## config.mk

```make
export PLATFORM = sky130hd
export DESIGN_NAME = ctp_timer
export DESIGN_NICKNAME = d
export VERILOG_FILES = /design/src/core/ctp_pkg.sv /design/src/core/ctp_channel.sv /design/src/core/ctp_timer.sv
export SDC_FILE = /design/constraint.sdc
export NUM_CORES = 1
export LEC_CHECK = 0
export ABC_AREA = 0
export CAP_MARGIN = 30
export CORE_MARGIN = 4
export CORE_UTILIZATION = 30
export CTS_CLUSTER_DIAMETER = 50
export DETAILED_ROUTE_END_ITERATION = 8
export DONT_BUFFER_PORTS = 1
export GPL_TIMING_DRIVEN = 0
export MAX_ROUTING_LAYER = met4
export PLACE_DENSITY = 0.5
export SLEW_MARGIN = 20
export SYNTH_ARGS = -nofsm -noshare
export SYNTH_HDL_FRONTEND = slang
export SYNTH_HIERARCHICAL = 1
export SYNTH_SLANG_ARGS = --single-unit
```

## constraint.sdc

```tcl
create_clock -name clk_i -period 3.6 [get_ports clk_i]
set_clock_uncertainty 0.05 [all_clocks]
set_input_delay 0.54 -clock clk_i [delete_from_list [all_inputs] [get_ports clk_i]]
set_output_delay 0.54 -clock clk_i [all_outputs]
set_load 0.03 [all_outputs]
```

## src/core/ctp_pkg.sv

```systemverilog
package ctp_pkg;

	// byte addresses of the word-aligned registers
	localparam logic [7:0] CTP_ADR_TSC      = 8'h20;
	localparam logic [7:0] CTP_ADR_COUNT    = 8'h24;
	localparam logic [7:0] CTP_ADR_MODULO   = 8'h28;
	localparam logic [7:0] CTP_ADR_CH0_CFG  = 8'h2C;
	localparam logic [7:0] CTP_ADR_CH0_VAL  = 8'h30;
	localparam logic [7:0] CTP_ADR_CH1_CFG  = 8'h34;
	localparam logic [7:0] CTP_ADR_CH1_VAL  = 8'h38;
	localparam logic [7:0] CTP_ADR_IRQ_STS  = 8'h3C;
	localparam logic [7:0] CTP_ADR_IRQ_MASK = 8'h40;

	// timer_status_control fields
	localparam int CTP_TSC_OVF    = 7;
	localparam int CTP_TSC_IE     = 6;
	localparam int CTP_TSC_HALT   = 5;
	localparam int CTP_TSC_CRST   = 4;
	localparam int CTP_TSC_PS_LSB = 0;
	localparam int CTP_TSC_PS_W   = 3;

	// channel config fields
	localparam int CTP_CFG_ACT_LSB = 0;
	localparam int CTP_CFG_MODE    = 2;
	localparam int CTP_CFG_OVF_TGL = 3;
	localparam int CTP_CFG_BUF     = 4;
	localparam int CTP_CFG_W       = 5;

	// interrupt status bits
	localparam int CTP_IRQ_OVF = 0;
	localparam int CTP_IRQ_CH0 = 1;
	localparam int CTP_IRQ_CH1 = 2;
	localparam int CTP_IRQ_W   = 3;

	localparam logic [15:0] CTP_MODULO_RST = 16'hFFFF;
	localparam logic        CTP_HALT_RST   = 1'b1;
	localparam logic [2:0]  CTP_PS_EXT     = 3'h7;
	localparam int          CTP_PRE_W      = 6;
	localparam int          CTP_CNT_W      = 16;

	// capture: edge select; compare: pin action
	typedef enum logic [1:0] {
		CTP_ACT_NONE = 2'h0,
		CTP_ACT_A    = 2'h1,
		CTP_ACT_B    = 2'h2,
		CTP_ACT_BOTH = 2'h3
	} ctp_act_type;

	typedef struct packed {
		logic        buffered;
		logic        ovf_toggle;
		logic        compare;
		ctp_act_type act;
	} ctp_chan_cfg_type;

	typedef struct packed {
		logic        tick;
		logic        wrap;
		logic [15:0] count;
	} ctp_time_type;

endpackage

```

## src/core/ctp_channel.sv

```systemverilog
`timescale 1ns/1ps
module ctp_channel
	import ctp_pkg::*;
(
	input  wire logic             clk_i,
	input  wire logic             rst_i,
	input  wire ctp_chan_cfg_type cfg_i,
	input  wire ctp_time_type     time_i,
	input  wire logic [15:0]      cmp_i,
	input  wire logic             pin_i,
	output logic                  pin_o,
	output logic                  pin_oe_o,
	output logic                  event_o
);

	logic [2:0] sync_q;
	logic       filt_q;
	logic       pin_q;
	logic       agree;
	logic       rise;
	logic       fall;
	logic       edge_hit;
	logic       match;

	always_ff @(posedge clk_i) begin
		if (rst_i) begin
			sync_q <= 3'h0;
		end else begin
			sync_q <= {sync_q[1:0], pin_i};
		end
	end

	// only stages two and three are looked at; stage one may be metastable
	assign agree = (sync_q[1] == sync_q[2]);
	assign rise  = agree & sync_q[2] & ~filt_q;
	assign fall  = agree & ~sync_q[2] & filt_q;

	always_ff @(posedge clk_i) begin
		if (rst_i) begin
			filt_q <= 1'b0;
		end else if (agree) begin
			filt_q <= sync_q[2];
		end
	end

	always_comb begin
		case (cfg_i.act)
			CTP_ACT_A:    edge_hit = rise;
			CTP_ACT_B:    edge_hit = fall;
			CTP_ACT_BOTH: edge_hit = rise | fall;
			default:      edge_hit = 1'b0;
		endcase
	end

	assign match = time_i.tick & (time_i.count == cmp_i);

	// match action wins over the wrap toggle when both fall on one tick
	always_ff @(posedge clk_i) begin
		if (rst_i) begin
			pin_q <= 1'b0;
		end else if (cfg_i.compare && match) begin
			case (cfg_i.act)
				CTP_ACT_A:    pin_q <= ~pin_q;
				CTP_ACT_B:    pin_q <= 1'b0;
				CTP_ACT_BOTH: pin_q <= 1'b1;
				default:      pin_q <= pin_q;
			endcase
		end else if (cfg_i.compare && cfg_i.ovf_toggle && time_i.wrap) begin
			pin_q <= ~pin_q;
		end
	end

	assign pin_o    = pin_q;
	assign pin_oe_o = cfg_i.compare;
	assign event_o  = cfg_i.compare ? match : edge_hit;

endmodule

```

## src/core/ctp_timer.sv

```systemverilog
`timescale 1ns/1ps
module ctp_timer
	import ctp_pkg::*;
#(
	parameter bit HAS_EXT_CLK = 1'b0,
	parameter int NUM_CHAN    = 2
)(
	input  wire logic        clk_i,
	input  wire logic        rst_i,
	input  wire logic        cyc_i,
	input  wire logic        stb_i,
	input  wire logic        we_i,
	input  wire logic [7:0]  adr_i,
	input  wire logic [3:0]  sel_i,
	input  wire logic [31:0] dat_i,
	output logic [31:0]      dat_o,
	output logic             ack_o,
	output logic             irq_o,
	input  wire logic        ext_clk_i,
	input  wire logic [1:0]  chan_pin_i,
	output logic [1:0]       chan_pin_o,
	output logic [1:0]       chan_pin_oe_o
);

	if (NUM_CHAN != 2) begin : g_chan_check
		$error("ctp_timer serves exactly two channels");
	end

	logic                   ack_q;
	logic [31:0]            dat_q;
	logic                   req;
	logic                   wr;
	logic                   rd;
	logic [15:0]            cnt_q;
	logic [15:0]            mod_q;
	logic [CTP_PRE_W-1:0]   pre_q;
	logic                   halt_q;
	logic [2:0]             ps_q;
	logic                   crst;
	logic [CTP_IRQ_W-1:0]   sts_q;
	logic [CTP_IRQ_W-1:0]   mask_q;
	logic [CTP_IRQ_W-1:0]   sts_set;
	logic [CTP_IRQ_W-1:0]   sts_clr;
	logic [6:0]             ps_onehot;
	logic [CTP_PRE_W-1:0]   pre_mask;
	logic                   int_tick;
	logic                   tick;
	logic                   wrap;
	ctp_time_type           tm;
	ctp_chan_cfg_type       cfg_q   [NUM_CHAN];
	logic [15:0]            val_q   [NUM_CHAN];
	logic [15:0]            shadow_q[NUM_CHAN];
	logic [NUM_CHAN-1:0]    ch_event;
	logic [2:0]             ext_sync_q;
	logic                   ext_filt_q;
	logic                   ext_agree;
	logic                   ext_rise;

	// bus slave: one wait state, ack for one cycle per request
	assign req = cyc_i & stb_i & ~ack_q;
	assign wr  = req & we_i;
	assign rd  = req & ~we_i;

	always_ff @(posedge clk_i) begin
		if (rst_i) begin
			ack_q <= 1'b0;
		end else begin
			ack_q <= req;
		end
	end

	assign ack_o = ack_q;
	assign dat_o = dat_q;

	// external clock pin synchroniser, counts rising edges
	always_ff @(posedge clk_i) begin
		if (rst_i) begin
			ext_sync_q <= 3'h0;
		end else begin
			ext_sync_q <= {ext_sync_q[1:0], ext_clk_i};
		end
	end

	assign ext_agree = (ext_sync_q[1] == ext_sync_q[2]);
	assign ext_rise  = ext_agree & ext_sync_q[2] & ~ext_filt_q;

	always_ff @(posedge clk_i) begin
		if (rst_i) begin
			ext_filt_q <= 1'b0;
		end else if (ext_agree) begin
			ext_filt_q <= ext_sync_q[2];
		end
	end

	// prescaler: divide by 1,2,4,8,16,32,64
	assign ps_onehot = 7'h01 << ps_q;
	assign pre_mask  = CTP_PRE_W'(ps_onehot - 7'h01);
	assign int_tick  = ((pre_q & pre_mask) == pre_mask);

	always_comb begin
		if (halt_q) begin
			tick = 1'b0;
		end else if (ps_q == CTP_PS_EXT) begin
			tick = HAS_EXT_CLK & ext_rise;
		end else begin
			tick = int_tick;
		end
	end

	assign crst = wr && (adr_i == CTP_ADR_TSC) && sel_i[0]
		&& dat_i[CTP_TSC_CRST];

	always_ff @(posedge clk_i) begin
		if (rst_i || crst) begin
			pre_q <= '0;
		end else if (!halt_q) begin
			pre_q <= pre_q + CTP_PRE_W'(1);
		end
	end

	// a limit of all ones leaves the counter free-running
	assign wrap = tick && (cnt_q == mod_q);

	always_ff @(posedge clk_i) begin
		if (rst_i || crst) begin
			cnt_q <= 16'h0000;
		end else if (wrap) begin
			cnt_q <= 16'h0000;
		end else if (tick) begin
			cnt_q <= cnt_q + 16'h0001;
		end
	end

	assign tm.tick  = tick;
	assign tm.wrap  = wrap;
	assign tm.count = cnt_q;

	// control bits and modulo limit
	always_ff @(posedge clk_i) begin
		if (rst_i) begin
			halt_q <= CTP_HALT_RST;
			ps_q   <= 3'h0;
		end else if (wr && adr_i == CTP_ADR_TSC && sel_i[0]) begin
			halt_q <= dat_i[CTP_TSC_HALT];
			ps_q   <= dat_i[CTP_TSC_PS_LSB +: CTP_TSC_PS_W];
		end
	end

	always_ff @(posedge clk_i) begin
		if (rst_i) begin
			mod_q <= CTP_MODULO_RST;
		end else if (wr && adr_i == CTP_ADR_MODULO) begin
			if (sel_i[1]) begin
				mod_q[15:8] <= dat_i[15:8];
			end
			if (sel_i[0]) begin
				mod_q[7:0] <= dat_i[7:0];
			end
		end
	end

	// per-channel state: config, capture/compare value, pwm shadow
	for (genvar c = 0; c < NUM_CHAN; c++) begin : g_chan
		localparam logic [7:0] ADR_CFG = c ? CTP_ADR_CH1_CFG : CTP_ADR_CH0_CFG;
		localparam logic [7:0] ADR_VAL = c ? CTP_ADR_CH1_VAL : CTP_ADR_CH0_VAL;
		logic wr_val;

		assign wr_val = wr && (adr_i == ADR_VAL);

		always_ff @(posedge clk_i) begin
			if (rst_i) begin
				cfg_q[c] <= '0;
			end else if (wr && adr_i == ADR_CFG && sel_i[0]) begin
				cfg_q[c] <= ctp_chan_cfg_type'(dat_i[CTP_CFG_W-1:0]);
			end
		end

		// software writes always land in the shadow; unbuffered writes also load val_q directly
		always_ff @(posedge clk_i) begin
			if (rst_i) begin
				shadow_q[c] <= 16'h0000;
			end else if (wr_val) begin
				if (sel_i[1]) begin
					shadow_q[c][15:8] <= dat_i[15:8];
				end
				if (sel_i[0]) begin
					shadow_q[c][7:0] <= dat_i[7:0];
				end
			end
		end

		// buffered duty loads only at wrap so a period is never cut short
		always_ff @(posedge clk_i) begin
			if (rst_i) begin
				val_q[c] <= 16'h0000;
			end else if (!cfg_q[c].compare && ch_event[c]) begin
				val_q[c] <= cnt_q;
			end else if (cfg_q[c].compare && cfg_q[c].buffered && wrap) begin
				val_q[c] <= shadow_q[c];
			end else if (wr_val && !cfg_q[c].buffered) begin
				if (sel_i[1]) begin
					val_q[c][15:8] <= dat_i[15:8];
				end
				if (sel_i[0]) begin
					val_q[c][7:0] <= dat_i[7:0];
				end
			end
		end

		ctp_channel u_chan (
			.clk_i    (clk_i),
			.rst_i    (rst_i),
			.cfg_i    (cfg_q[c]),
			.time_i   (tm),
			.cmp_i    (val_q[c]),
			.pin_i    (chan_pin_i[c]),
			.pin_o    (chan_pin_o[c]),
			.pin_oe_o (chan_pin_oe_o[c]),
			.event_o  (ch_event[c])
		);
	end

	// sticky events, write one to clear; a new event beats the clear
	assign sts_set = {ch_event[1], ch_event[0], wrap};
	assign sts_clr = (wr && adr_i == CTP_ADR_IRQ_STS && sel_i[0])
		? dat_i[CTP_IRQ_W-1:0] : '0;

	always_ff @(posedge clk_i) begin
		if (rst_i) begin
			sts_q <= '0;
		end else begin
			sts_q <= (sts_q & ~sts_clr) | sts_set;
		end
	end

	// the overflow enable is one flop reachable from two addresses
	always_ff @(posedge clk_i) begin
		if (rst_i) begin
			mask_q <= '0;
		end else if (wr && adr_i == CTP_ADR_IRQ_MASK && sel_i[0]) begin
			mask_q <= dat_i[CTP_IRQ_W-1:0];
		end else if (wr && adr_i == CTP_ADR_TSC && sel_i[0]) begin
			mask_q[CTP_IRQ_OVF] <= dat_i[CTP_TSC_IE];
		end
	end

	assign irq_o = |(sts_q & mask_q);

	// read data; reading the counter has no side effect
	always_ff @(posedge clk_i) begin
		if (rst_i) begin
			dat_q <= 32'h0000_0000;
		end else if (rd) begin
			dat_q <= 32'h0000_0000;
			case (adr_i)
				CTP_ADR_TSC: begin
					dat_q[CTP_TSC_OVF]  <= sts_q[CTP_IRQ_OVF];
					dat_q[CTP_TSC_IE]   <= mask_q[CTP_IRQ_OVF];
					dat_q[CTP_TSC_HALT] <= halt_q;
					dat_q[CTP_TSC_PS_LSB +: CTP_TSC_PS_W] <= ps_q;
				end
				CTP_ADR_COUNT: begin
					dat_q[15:0] <= cnt_q;
				end
				CTP_ADR_MODULO: begin
					dat_q[15:0] <= mod_q;
				end
				CTP_ADR_CH0_CFG: begin
					dat_q[CTP_CFG_W-1:0] <= cfg_q[0];
				end
				CTP_ADR_CH0_VAL: begin
					dat_q[15:0] <= val_q[0];
				end
				CTP_ADR_CH1_CFG: begin
					dat_q[CTP_CFG_W-1:0] <= cfg_q[1];
				end
				CTP_ADR_CH1_VAL: begin
					dat_q[15:0] <= val_q[1];
				end
				CTP_ADR_IRQ_STS: begin
					dat_q[CTP_IRQ_W-1:0] <= sts_q;
				end
				CTP_ADR_IRQ_MASK: begin
					dat_q[CTP_IRQ_W-1:0] <= mask_q;
				end
				default: begin
					dat_q <= 32'h0000_0000;
				end
			endcase
		end
	end

endmodule

```

==> key figures <==
Route
  • WL/cell: 21.7 um
  • Drt initial violations: 580
  • M1 wire length: 11500 um
  • Via-to-Cell Ratio: 5.22
  • Vias: 6151
  • Post-DRT Antenna Nets: 0
  • DRC errors left: 0
  • DR WL met3: 1950 um
  • Drt total wl: 25600 um
  • Routed met2 length: 11400 um
  • DRT Pass-1 Iters: 5
  • Highest routed layer: met4

Worst setup path
  • Crit end category: register
  • Required time worst endpoint: 3.81 ns
  • Crit Path Max Fanout: 10
  • Critical path's slowest cell: or4_1
  • CP most frequent cell: nor2b_4
  • Kind of critical path: register to register
  • RR Endpoint: val_q[0][14]$_DFFE_PP_
  • R2R setup slack: 0.13 ns
  • Critical path, cell by cell: a21boi_1 -> o311a_1 -> or4_1 -> buf_6 -> inv_1 -> nand4_1 -> or2_1 -> o21ai_0 -> nor2b_4 -> nor2b_4 -> buf_4 -> a22oi_1 -> a21oi_2
  • CP peak stage delay: 0.44 ns
  • CP Launch Type: register
  • Worst-case reg-to-reg path depth: 13
  • Worst EP arrival: 3.68 ns
  • Worst r2r src: ps_q[1]$_SDFFE_PP0P_

CTS
  • Total CTS buffers: 17
  • Clk Latency, worst-skew pair: 0.43 ns
  • CTS clk-pin slew, worst paths: 0.06 ns
  • CTS root buffer: clkbuf_16
  • Clock buffer depth: 2
  • Clock Sink Count: 149
  • H-tree levels: 4
  • CTS tree: built

Min path
  • Worst min-delay path class: primary input to register
  • Hold depth: 1
  • Hold_sp: rst_i
  • Worst Hold End: g_chan[1].u_chan/sync_q[2]$_SDFF_PP0_

Die
  • Die height: 169 um
  • Core Area: 25400 sq um
  • Die W: 169 um
  • Row Count: 58
  • Io pins: 90
  • Die ar.: 28700 sq um
  • Initial core utilization: 30.7%

Global route
  • Vias in the first global route: 6033
  • Total gr overflow: 0
  • First-pass GRT wire length: 38500 um
  • Initial antenna violation count: 0
  • Largest net degree at the start of global routing: 20
  • Total track usage: 18.5%

Synthesis
  • Netlist cell types: 70
  • Top FF cell, synth: dfxtp_1
  • Post-Syn Area: 7810 sq um
  • Seq cells post-synth: 149
  • Synth warn: 6
  • Register area share after synthesis: 47.7%
  • Synth Instances: 797
  • Avg Inst Size Synth: 9.80 sq um
  • Async SR Flop Fraction: 0%
  • Post-synth EDFFs: 74

Placed design
  • Placer Congestion: 0.967
  • Port bufs: 0
  • Dpl ws: -0.847 ns
  • Placed cell areas: 8300 sq um
  • DP HPWL: 19300 um
  • Cells after DPL: 1143

Layout
  • Layout Utilization: 35.4%
  • Final instance area: 8980 sq um
  • Final nets: 896
  • Ant diodes: 0
  • Layout cell share with drive strength beyond 1: 13.3%
  • Post-Layout Cell Count: 1179
  • Layout area overhead: 15.0%

Timing
  • Max Clock Freq: 288 MHz
  • Slew Limit Fails: 0
  • Worst setup margin: 0.133 ns
  • Fin crit share: 96.3%
  • Setup violators final: 0
  • RSZ-0062 raised after global routing: false
  • Fin. Hold Viols: 0
  • Max-slew headroom: 42.6%
  • Worst Tran Pin Value: 0.854 ns
  • Tmin final: 3.47 ns

Power and ir drop
  • VDD IR max: 0.310 mV
  • Total power: 3.67 mW
  • Power density over cell area: 409 nW/um^2
  • Leakage: 3.37 nW

Flow run
  • Max-Cap Viols: 0

Status
  • Status: complete, no violations
## worst max path at each step
stage | startpoint | endpoint | slack (ns) | cells after the start
after detailed placement | ps_q[1]$_SDFFE_PP0P_ | val_q[0][13]$_DFFE_PP_ | -0.85 | 14
after global routing | pre_q[2]$_SDFFE_PP0N_ | val_q[0][7]$_DFFE_PP_ | 0.005 | 14
final | ps_q[1]$_SDFFE_PP0P_ | val_q[0][14]$_DFFE_PP_ | 0.13 | 13
after floorplan | pre_q[2]$_SDFFE_PP0N_ | val_q[0][10]$_DFFE_PP_ | 0.19 | 15
after global placement | ps_q[1]$_SDFFE_PP0P_ | val_q[0][11]$_DFFE_PP_ | -0.90 | 14
after CTS | ps_q[1]$_SDFFE_PP0P_ | val_q[0][13]$_DFFE_PP_ | 0.003 | 13
## registers in the layout (all words and copies together) (netlist names)
signal	cells
ack_o	1
cfg_q	10
cnt_q	16
dat_o	16
g_chan.u_chan/filt_q	2
g_chan.u_chan/pin_o	2
g_chan.u_chan/sync_q	6
halt_q	1
mask_q	3
mod_q	16
pre_q	6
ps_q	3
shadow_q	32
sts_q	3
val_q	32
## synthesized netlist by cell type, types with 4 or more instances
cell type | count | area share (%)
ha_1 | 6 | 0.96
a21o_1 | 4 | 0.38
nand3_1 | 24 | 1.5
nand2_1 | 78 | 3.7
buf_1 | 4 | 0.19
buf_2 | 10 | 0.64
inv_1 | 14 | 0.67
dfxtp_1 | 75 | 19
o22ai_1 | 4 | 0.32
nor2_1 | 82 | 3.9
nor3_1 | 15 | 0.96
a22o_1 | 9 | 1.0
a22oi_1 | 35 | 3.4
buf_4 | 20 | 1.9
nor3b_1 | 6 | 0.58
o21ai_0 | 9 | 0.58
xor2_1 | 62 | 7.0
and2_1 | 36 | 2.9
and3_1 | 8 | 0.64
clkbuf_1 | 22 | 1.1
nand2b_1 | 4 | 0.32
or4_1 | 4 | 0.38
mux2i_1 | 13 | 1.7
nand4_1 | 9 | 0.72
a211o_1 | 9 | 1.0
edfxtp_1 | 74 | 28
a222oi_1 | 13 | 1.7
a21oi_1 | 30 | 1.9
nor2b_1 | 20 | 1.6
xnor2_1 | 7 | 0.79
buf_6 | 4 | 0.58
nor4_1 | 18 | 1.4
nand3b_1 | 12 | 1.2
## logic make-up (layout without fill, tap and decap cells)
group	after synthesis	in the layout	synth area share (%)
flops	149	149	47.7
xor+xnor	69	69	7.74
compound gates	138	138	12.9
fa+ha+maj	6	6	0.961
other cells	1	16	0.0480
mux	17	17	2.39
simple gates	337	337	22.7
buf+inv	80	117	5.61
## per-stage QoR
stage	hold slack [ns]	TNS, ns
after CTS	0.108	0
after floorplan	0.364	0
final	0.121	0
after global placement	0.368	-31.43
after detailed placement	0.378	-30.11
after global routing	0.110	0
## power breakdown
| group | switching (mW) | internal, mW |
|---|---|---|
| sequential | 0.0391 | 1.81 |
| clock | 0.709 | 0.936 |
| combinational | 0.121 | 0.0547 |
| total | 0.869 | 2.80 |
## repair_timing
| action | in CTS | in global routing |
|---|---|---|
| hold buffers | 0 | 0 |
| endpoints found under the hold margin | 0 | 0 |
| buffers inserted | 4 | 3 |
| gates resized for setup | 24 | 13 |
| endpoints found under the setup margin | 64 | 54 |
| pin swaps | 1 | 3 |
## placed cells by master (no fill, tap or decap), types with 6 or more instances in the layout
cell / count
a22oi_1: 35
inv_1: 14
ha_1: 6
nand3_1: 20
o21ai_0: 8
nor2b_1: 17
xnor2_1: 7
nor2_1: 82
clkbuf_16: 17
and2_1: 36
conb_1: 16
and3_1: 7
clkbuf_1: 22
nand4_1: 9
nor4_1: 17
nand3b_1: 12
buf_2: 11
dfxtp_1: 74
xor2_1: 62
a22o_1: 9
nor3b_1: 6
buf_4: 31
nor3_1: 13
a222oi_1: 13
nand2_1: 77
a21oi_1: 26
a211o_1: 9
edfxtp_1: 74
mux2i_1: 13
## routing by layer
| layer | track usage (%) | vias to the layer above |
|---|---|---|
| met1 | 24.3 | 2928 |
| met2 | 27.8 | 243 |
| met3 | 4.43 | 48 |
| met4 | 6.62 | 0 |
| met5 | - | - |
| li1 | - | 2932 |
## layout make-up
cell class	count	area, sq um
buffer	64	387
clock buffer	20	437
clock inverter	10	86.3
fill	2589	16400
inverter	14	52.6
multi-input combinational	583	3820
sequential	149	3720
tap	330	413
timing repair buffer	9	62.6
## worst max-delay path, delay by kind of cell (launching register included)
family	cells	cell delay [ns]
buf+inv	3	0.49
simple gates	5	1.38
flops	1	0.37
compound gates	5	1.01
No activity file was read; power rests on OpenSTA's default activity.
